## src/design/pulse_interval_params.svh

```systemverilog
// constants for the pulse interval capture channel
// assumes inclusion by bare name from design files
`ifndef PULSE_INTERVAL_PARAMS_SVH
`define PULSE_INTERVAL_PARAMS_SVH

// register offsets on the plain register port
`define OFS_CONTROL   4'h0
`define OFS_COUNTER   4'h1
`define OFS_CAPTURE   4'h2
`define OFS_STATUS    4'h3
`define OFS_MASK      4'h4

// control field positions
`define CTL_START_BIT 0
`define CTL_CCS_BIT   1
`define CTL_STOP_BIT  2

// status field positions
`define STS_CAPTURE_BIT  0
`define STS_OVERRUN_BIT  1
`define STS_RUNNING_BIT  2

// reset values
`define COUNTER_RESET 16'h0000
`define CAPTURE_RESET 16'h0000
`define MASK_RESET    2'h0

`define COUNTER_WIDTH 16
`define IRQ_BITS      2

`endif

```

## src/design/pulse_interval_pkg.sv

```systemverilog
// types for the pulse interval capture channel
// assumes nothing beyond a SystemVerilog compiler
package pulse_interval_pkg;

  typedef enum logic [1:0]
  {
    CH_IDLE,
    CH_WAIT_FIRST,
    CH_MEASURE
  } chan_state_t;

endpackage : pulse_interval_pkg

```

## src/design/edge_sync.sv

```systemverilog
// two-stage synchroniser with rising edge pulse
// assumes the input is asynchronous to sys_clk
`timescale 1ns/1ps
module edge_sync
(
  input  wire logic sys_clk,  // system clock
  input  wire logic reset_n,  // async reset, active low
  input  wire logic pinIn,    // raw asynchronous pin
  output logic      level,    // synchronised level
  output logic      rise      // one-cycle rising edge pulse
);

  logic stage1;
  logic stage2;
  logic prev;

  always_ff @(posedge sys_clk or negedge reset_n)
  begin
    if (!reset_n)
    begin
      stage1 <= 1'b0;
      stage2 <= 1'b0;
      prev   <= 1'b0;
    end
    else
    begin
      stage1 <= pinIn;
      stage2 <= stage1;
      prev   <= stage2;
    end
  end

  assign level = stage2;
  assign rise  = stage2 & ~prev;

endmodule : edge_sync

```

## src/design/pulse_interval_capture.sv

```systemverilog
// one timer channel measuring intervals between input pulse edges
// assumes a single sys_clk domain and an asynchronous pulse pin
//
// Implementation choices: the register addresses and the plain strobed port.
`timescale 1ns/1ps
`include "pulse_interval_params.svh"

// Notes on behaviour
// - start bit clears counter, counting begins
// - valid edge copies counter to capture
// - capture raises capture-complete interrupt
// - after capture counter clears, keeps counting
// - only rising edges trigger capture
// - counter ticks at operation clock
// - counter read-only; capture read/write
// - count select: clock or pin edges
module pulse_interval_capture
#(
  parameter int COUNT_WIDTH = `COUNTER_WIDTH  // counter width
)
(
  input  wire logic        sys_clk,     // 40 MHz system clock
  input  wire logic        reset_n,     // async reset, active low
  input  wire logic [3:0]  regAddr,     // register index
  input  wire logic [15:0] regWdata,    // write data
  input  wire logic        regWrite,    // write strobe
  input  wire logic        regRead,     // read strobe
  output logic      [15:0] regRdata,    // read data, cycle after
  input  wire logic        pulseInputPin, // external pulse pin
  output logic             captureCompleteIrq // level interrupt
);

  // refuse widths the 16-bit register port cannot carry
  if (COUNT_WIDTH < 1 || COUNT_WIDTH > 16)
  begin : g_width_check
    $error("COUNT_WIDTH must be 1 to 16");
  end

  // ************************************************
  // pin synchronisation and edge detection
  // ************************************************
  logic pinLevel;
  logic pinRise;

  edge_sync u_sync
  (
    .sys_clk (sys_clk),
    .reset_n (reset_n),
    .pinIn   (pulseInputPin),
    .level   (pinLevel),
    .rise    (pinRise)
  );

  // ************************************************
  // register decode
  // ************************************************
  pulse_interval_pkg::chan_state_t state;
  logic                   countSelect;
  logic [COUNT_WIDTH-1:0] channelCounter;
  logic [COUNT_WIDTH-1:0] captureData;
  logic [`IRQ_BITS-1:0]   irqStatus;
  logic [`IRQ_BITS-1:0]   irqMask;
  logic                   running;

  function automatic logic hit(input logic [3:0] a, input logic [3:0] o);
    hit = (a == o);
  endfunction : hit

  logic wrCtl;
  logic wrCap;
  logic wrSts;
  logic wrMask;
  logic startCmd;
  logic stopCmd;

  assign wrCtl    = regWrite & hit(regAddr, `OFS_CONTROL);
  assign wrCap    = regWrite & hit(regAddr, `OFS_CAPTURE);
  assign wrSts    = regWrite & hit(regAddr, `OFS_STATUS);
  assign wrMask   = regWrite & hit(regAddr, `OFS_MASK);
  assign startCmd = wrCtl & regWdata[`CTL_START_BIT];
  assign stopCmd  = wrCtl & regWdata[`CTL_STOP_BIT] & ~startCmd;

  // ************************************************
  // channel state
  // ************************************************
  always_ff @(posedge sys_clk or negedge reset_n)
  begin
    if (!reset_n)
      state <= pulse_interval_pkg::CH_IDLE;
    else if (startCmd)
      state <= pulse_interval_pkg::CH_WAIT_FIRST;
    else if (stopCmd)
      state <= pulse_interval_pkg::CH_IDLE;
    else
    begin
      case (state)
        pulse_interval_pkg::CH_IDLE:
          state <= pulse_interval_pkg::CH_IDLE;
        pulse_interval_pkg::CH_WAIT_FIRST:
          if (pinRise)
            state <= pulse_interval_pkg::CH_MEASURE;
        pulse_interval_pkg::CH_MEASURE:
          state <= pulse_interval_pkg::CH_MEASURE;
        default:
          state <= pulse_interval_pkg::CH_IDLE;
      endcase
    end
  end

  assign running = (state != pulse_interval_pkg::CH_IDLE);

  always_ff @(posedge sys_clk or negedge reset_n)
  begin
    if (!reset_n)
      countSelect <= 1'b0;
    else if (wrCtl)
      countSelect <= regWdata[`CTL_CCS_BIT];
  end

  // ************************************************
  // counter and capture
  // ************************************************
  logic captureEvent;
  logic countTick;

  assign captureEvent = running & pinRise & ~startCmd;
  // operation clock is undivided sys_clk, or pin edges
  assign countTick = countSelect ? pinRise : 1'b1;

  always_ff @(posedge sys_clk or negedge reset_n)
  begin
    if (!reset_n)
      channelCounter <= COUNT_WIDTH'(`COUNTER_RESET);
    else if (startCmd)
      channelCounter <= COUNT_WIDTH'(`COUNTER_RESET);
    else if (captureEvent)
      channelCounter <= COUNT_WIDTH'(`COUNTER_RESET);
    else if (running && countTick)
      channelCounter <= channelCounter + 1'b1;
  end

  always_ff @(posedge sys_clk or negedge reset_n)
  begin
    if (!reset_n)
      captureData <= COUNT_WIDTH'(`CAPTURE_RESET);
    else if (captureEvent)
      captureData <= channelCounter;
    else if (wrCap)
      captureData <= regWdata[COUNT_WIDTH-1:0];
  end

  // ************************************************
  // interrupts
  // ************************************************
  logic overrun;

  // capture while previous capture flag still pending
  assign overrun = captureEvent & irqStatus[`STS_CAPTURE_BIT];

  always_ff @(posedge sys_clk or negedge reset_n)
  begin
    if (!reset_n)
      irqStatus <= '0;
    else
    begin
      // set wins over write-one-to-clear
      irqStatus[`STS_CAPTURE_BIT] <= captureEvent |
        (irqStatus[`STS_CAPTURE_BIT] & ~(wrSts &
          regWdata[`STS_CAPTURE_BIT]));
      irqStatus[`STS_OVERRUN_BIT] <= overrun |
        (irqStatus[`STS_OVERRUN_BIT] & ~(wrSts &
          regWdata[`STS_OVERRUN_BIT]));
    end
  end

  always_ff @(posedge sys_clk or negedge reset_n)
  begin
    if (!reset_n)
      irqMask <= `MASK_RESET;
    else if (wrMask)
      irqMask <= regWdata[`IRQ_BITS-1:0];
  end

  assign captureCompleteIrq = |(irqStatus & irqMask);

  // ************************************************
  // read port
  // ************************************************
  always_ff @(posedge sys_clk or negedge reset_n)
  begin
    if (!reset_n)
      regRdata <= 16'h0000;
    else if (regRead)
    begin
      case (regAddr)
        `OFS_CONTROL:
          regRdata <= {14'h0000, countSelect, 1'b0};
        `OFS_COUNTER:
          regRdata <= 16'(channelCounter);
        `OFS_CAPTURE:
          regRdata <= 16'(captureData);
        `OFS_STATUS:
          regRdata <= {12'h000, pinLevel, running, irqStatus};
        `OFS_MASK:
          regRdata <= {14'h0000, irqMask};
        default:
          regRdata <= 16'h0000;
      endcase
    end
    else
      regRdata <= 16'h0000;
  end

endmodule : pulse_interval_capture

```

## config.mk

```make
export PLATFORM = sky130hd
export DESIGN_NAME = pulse_interval_capture
export DESIGN_NICKNAME = d
export VERILOG_FILES = /design/src/design/pulse_interval_pkg.sv /design/src/design/edge_sync.sv /design/src/design/pulse_interval_capture.sv
export VERILOG_INCLUDE_DIRS = /design/src /design/src/design
export SDC_FILE = /design/constraint.sdc
export NUM_CORES = 1
export LEC_CHECK = 0
export ABC_CLOCK_PERIOD_IN_PS = 3270
export BUFFER_PORTS_ARGS = -buffer_cell sky130_fd_sc_hd__buf_4
export CAP_MARGIN = 0
export CORE_MARGIN = 5
export CORE_UTILIZATION = 50
export DETAILED_ROUTE_END_ITERATION = 16
export HOLD_SLACK_MARGIN = 0.15
export PLACE_DENSITY = 0.72
export REMOVE_ABC_BUFFERS = 1
export SLEW_MARGIN = 10
export SYNTH_ARGS = -nofsm -noshare
export SYNTH_HDL_FRONTEND = slang
export SYNTH_SLANG_ARGS = --single-unit
```

## constraint.sdc

```tcl
create_clock -name sys_clk -period 3.27 [get_ports sys_clk]
set_input_delay 0.1635 -clock sys_clk [delete_from_list [all_inputs] [get_ports sys_clk]]
set_output_delay 0.1635 -clock sys_clk [all_outputs]
set_load 0.05 [all_outputs]
```

Word-level counts from Yosys, hierarchy flattened
Index checks and enable logic that the tools add are counted.
- register bits after elaboration: 58
- bits of input ports: 25
- logic and storage cells: 58
- add/subtract/negate cells: 1
- eq/ne operators: 7
- multiplexer cells: 12
- bitwise gates (word level): 22
- reductions and logical operators: 6
- operator list (cell ; count):
    $mux 16 ; 6
    $pmux 16 s5 ; 1
    $add 16x1->16 const B ; 1
    $and 1x1->1 ; 15
    $eq 4x2->1 const B ; 2
    $mux 2 ; 3
    $eq 4x1->1 const B ; 1
    $eq 4x3->1 const B ; 1
    $logic_not 4->1 ; 1
    $ne 4x4->1 const B ; 1
    $not 1->1 ; 4
    $pmux 2 s2 ; 1
    $reduce_bool 2->1 ; 2
    $reduce_bool 3->1 ; 1
    $and 2x2->2 ; 1
    $eq 2x1->1 const B ; 1
    $eq 2x2->1 const B ; 1
    $or 1x1->1 ; 2
    $reduce_or 2->1 ; 1
    $logic_and 1x1->1 ; 1
    $mux 1 ; 1

Logic depth before layout (Yosys ltp)
- word-level depth: 7
- gate-level depth with buffers: 8
- depth with buffers taken out: 6

Modules after synthesis
A second synthesis with hierarchy kept.
- cells, all modules: 275
- area, all modules: 2808.9 µm²
- by module, submodules not included (module ; instances ; cells an instance ; area each (µm²) ; sequential area each (µm²)):
    pulse_interval_capture ; 1 ; 271 ; 2720.1 ; 1376.3
    edge_sync ; 1 ; 4 ; 88.8 ; 75.1

Worst setup path after synthesis
Ideal clock, no wire load.
- path kind: register to register
- from: register state[0]
- to: register channelCounter[11]
- library setup time: 0.078 ns
- data arrival time: 1.954 ns
- required time: 3.192 ns
- setup slack: 1.238 ns
- cell stages (with the launch flop): 8
- clock period less this slack: 2.032 ns
- cells stage by stage: dfrtp_1 inv_1 ha_1 or3b_2 o211a_1 buf_6 or4_1 a21oi_1
- longest elaborated chain between the ends: 5
- elaborated cells between the ends (all ways): 7
- classes of those cells: 2 x mux; 2 x bitwise; 3 x reduce/logical
- RTL lines (item ; line ; text):
    start, declared ; pulse_interval_capture.sv:57 ; pulse_interval_pkg::chan_state_t state;
    start signal, assigned ; pulse_interval_capture.sv:89 ; state <= pulse_interval_pkg::CH_IDLE;
    start signal, assigned ; pulse_interval_capture.sv:91 ; state <= pulse_interval_pkg::CH_WAIT_FIRST;
    start signal, assigned ; pulse_interval_capture.sv:93 ; state <= pulse_interval_pkg::CH_IDLE;
    $reduce_bool 2->1 * ; pulse_interval_capture.sv:110 ; assign running = (state != pulse_interval_pkg::CH_IDLE);
    $and 1x1->1 (2 in a row) ; pulse_interval_capture.sv:126 ; assign captureEvent = running & pinRise & ~startCmd;
    $mux 16 ; pulse_interval_capture.sv:136 ; else if (captureEvent)
    $mux 16 ; pulse_interval_capture.sv:134 ; else if (startCmd)
    end signal, assigned ; pulse_interval_capture.sv:133 ; channelCounter <= COUNT_WIDTH'(`COUNTER_RESET);
    end signal, assigned ; pulse_interval_capture.sv:135 ; channelCounter <= COUNT_WIDTH'(`COUNTER_RESET);
    end signal, assigned ; pulse_interval_capture.sv:137 ; channelCounter <= COUNT_WIDTH'(`COUNTER_RESET);
    end, declared ; pulse_interval_capture.sv:59 ; logic [COUNT_WIDTH-1:0] channelCounter;
Mark *: on every way between the ends. The rest lies on a longest branch, timed or not.
A chain may end at the register's enable or synchronous reset.

Worst setup path after layout
Ends and elaborated chain as after synthesis.

==> flow_summary_export.csv <==
group,metric,value,unit
clock_tree,cts_setup_buffers,0,
sta,drv_slew,0,
power,power_frac_comb,18.7,%
die,start_util,52.3,%
sta,worst_pin_slew,0.953,ns
grt,grt_usage,20.0,%
sta,fin_hold_ws,0.152,ns
setup_path,cp.arrival,2.41,ns
synth,synth.distinct_cells,39,
layout,nNetsFinal,347,
sta,max_freq,0.464,GHz
clock_tree,clkTransAtPathRegs,0.07,ns
layout,finish.instance_area,3500,um2
detailed_routing,wl_per_cell,16.2,um
detailed_routing,drt-initial-drc-count,131,
min_path,hold_class,"in -> reg",
sta,rsz0062_at_grt,"false",
layout,drive_above_1_share,22.5,%
sta,finalCritPeriodShare,65.9,%
grt,grt_pass1_wl,11.1,mm
die,die_y,83.8,um
die,core,5200,um2
clock_tree,clk_latency,0.33,ns
detailed_routing,via_per_inst,5.70,
sta,fin_worst_skew,0.0118,ns
setup_path,worst-path-max-fanout,10,
power,vdd.ir_drop.worst,0.000586,V
synth,synth_edf_count,0,
synth,synth-warning-count,0,
clock_tree,htreeDepth,3,
die,fp.dieW,83.8,um
layout,fin_util,67.3,%
grt,grt_max_degree,59,
power,pwr-share-seq,41.9,%
synth,netlist_instances,263,
layout,area_growth,28.5,%
power,p_sw,645,uW
detailed_routing,dr.pass1.iters,4,
clock_tree,cts_tree,"yes",
setup_path,critPathKind,"reg -> reg",
layout,insertedDiodeCount,0,
die,rows,26,
synth,ys_seq_elements,58,
die,num_io_pins,42,
grt,antenna_found_initial,0,
placement,dp_hpwl,4.31,mm
power,power,2.36,mW
setup_path,start_kind,"register",
grt,grt_pass1_vias,2220,
clock_tree,numCtsBuffers,9,
sta,timing.final.ws_setup,1.11,ns
power,power.density,674,nW/um2
synth,yosysTopAreaCellShare,53.3,%
synth,synthTopCellsByArea,"dfrtp_1 53%, mux2i_1 6.6%, nor2_1 5.8%",
job,maxCapViolCount,0,
synth,avgSynthCellArea,10.4,um2
clock_tree,clock-root-buffer,"clkbuf_8",
status,status,"complete, no violations",
placement,globalplace.congestion,0.836,
min_path,worstHoldPathCells,3,
grt,overflow,0,
sta,setup_viol,0,
power,swShare,27.3,%
clock_tree,numClockSinks,58,
synth,synthArstFlopShare,100,%
synth,synth.yosys.seq_area_share,53.3,%
detailed_routing,finalWirelength,6.40,mm
setup_path,critPathCaptureType,"register",
die,die-area,7020,um2
sta,timing.slew.headroom,36.3,%
sta,fin_crit,2.16,ns
setup_path,rr_worst_depth,6,
detailed_routing,drc,0,
detailed_routing,vias,2247,
power,p_leak,1.67,nW
placement,placed_area,3110,um2
sta,hold_viol,0,
clock_tree,clockBufferDepth,2,
detailed_routing,ant_nets,0,
synth,yosys.area.top_type,"dfrtp_1",
placement,io_buffers,41,
placement,dp_cells,367,
power,pwr-share-clk,39.4,%
synth,synth_commonest_cells,"58 x dfrtp_1, 42 x nor2_1, 27 x a21oi_1, 18 x mux2i_1, 16 x nand2_1",
placement,dpl_worst_slack,1.14,ns
synth,syn_area,2720,um2
layout,final_cells,394,
sta,tns,0,ns
power,internal_power,1.71,mW
setup_path,required,3.52,ns
synth,synth_ff_type,"dfrtp_1",
synth,post-synth-top-count-cell,"dfrtp_1",
[power by group through the flow]
stage | combinational, mW | sequential (mW) | clock [mW]
floorplan | 0.300 | 0.968 | 0
global placement | 0.415 | 0.990 | 0
detailed placement | 0.430 | 0.999 | 0
CTS | 0.447 | 0.988 | 0.938
global route | 0.504 | 1.01 | 0.980
finish | 0.441 | 0.988 | 0.930
[path summary, 6_finish.rpt]
path | to | slack [ns] | startpoint
min in group asynchronous | channelCounter[3] | 0.44 | reset_n
min reg2reg | u_sync.level | 0.35 | u_sync.stage1
max reg2reg | channelCounter[11] | 1.11 | state[0]
max | channelCounter[11] | 1.11 | state[0]
min | captureData[10] | 0.15 | regWdata[10]
max in group asynchronous | captureData[12] | 2.36 | reset_n
[layout by cell type, fill, tap and decap left out, types with 3 or more instances in the layout]
cell,instances
a22oi_1,15
mux2i_1,18
nand3_1,6
xnor2_1,6
nor3_1,4
or4_1,5
and4_1,3
nor2_1,42
clkbuf_8,12
o31ai_1,5
o21ai_0,4
a21oi_1,27
dlygate4sd3_1,11
nand2_1,16
inv_1,4
and3_1,3
mux2_2,4
dfrtp_1,58
ha_1,3
bufinv_16,4
nand4_1,3
buf_4,46
[critical path: stages, from the launching register on]
cell	delay (ns)
dfrtp_1	0.35
inv_1	0.06
ha_1	0.25
or3b_2	0.48
o211a_1	0.24
or4_1	0.53
a21oi_1	0.17
[state kept, by name, indices dropped and copies added, names as in the netlist]
signal	cells
u_sync.level	1
state	2
irqMask	2
regRdata	16
channelCounter	16
captureData	16
u_sync.prev	1
irqStatus	2
countSelect	1
u_sync.stage1	1
[cell families (layout without fill, tap and decap cells)]
family,after synthesis,count (layout),share of synthesized area [%]
simple gates,96,96,17.8
mux,22,22,8.27
flops,58,58,53.3
xor+xnor,8,8,2.57
fa+ha+maj,3,3,1.38
buf+inv,16,77,2.80
compound gates,60,60,13.9
[what timing repair did]
| action | CTS | global route |
|---|---|---|
| hold endpoints to repair | 70 | 0 |
| gates resized for setup | 0 | 0 |
| hold buffers | 11 | 0 |
[metal layers]
metal | wire [um] | global-route usage, %
met1 | 2840 | 26.8
met2 | 3150 | 31.2
met5 | 0 | 0
met3 | 322 | 6.42
met4 | 93 | 5.70
[area by class of cell]
cell class                 count  area [um2]
inverter                       4        15.0
fill                         416        1700
multi-input combinational    189        1210
clock inverter                 4         120
timing repair buffer          57         455
sequential                    58        1450
tap                           70        87.6
clock buffer                  12         165
Power figures use the tool's default switching activity.
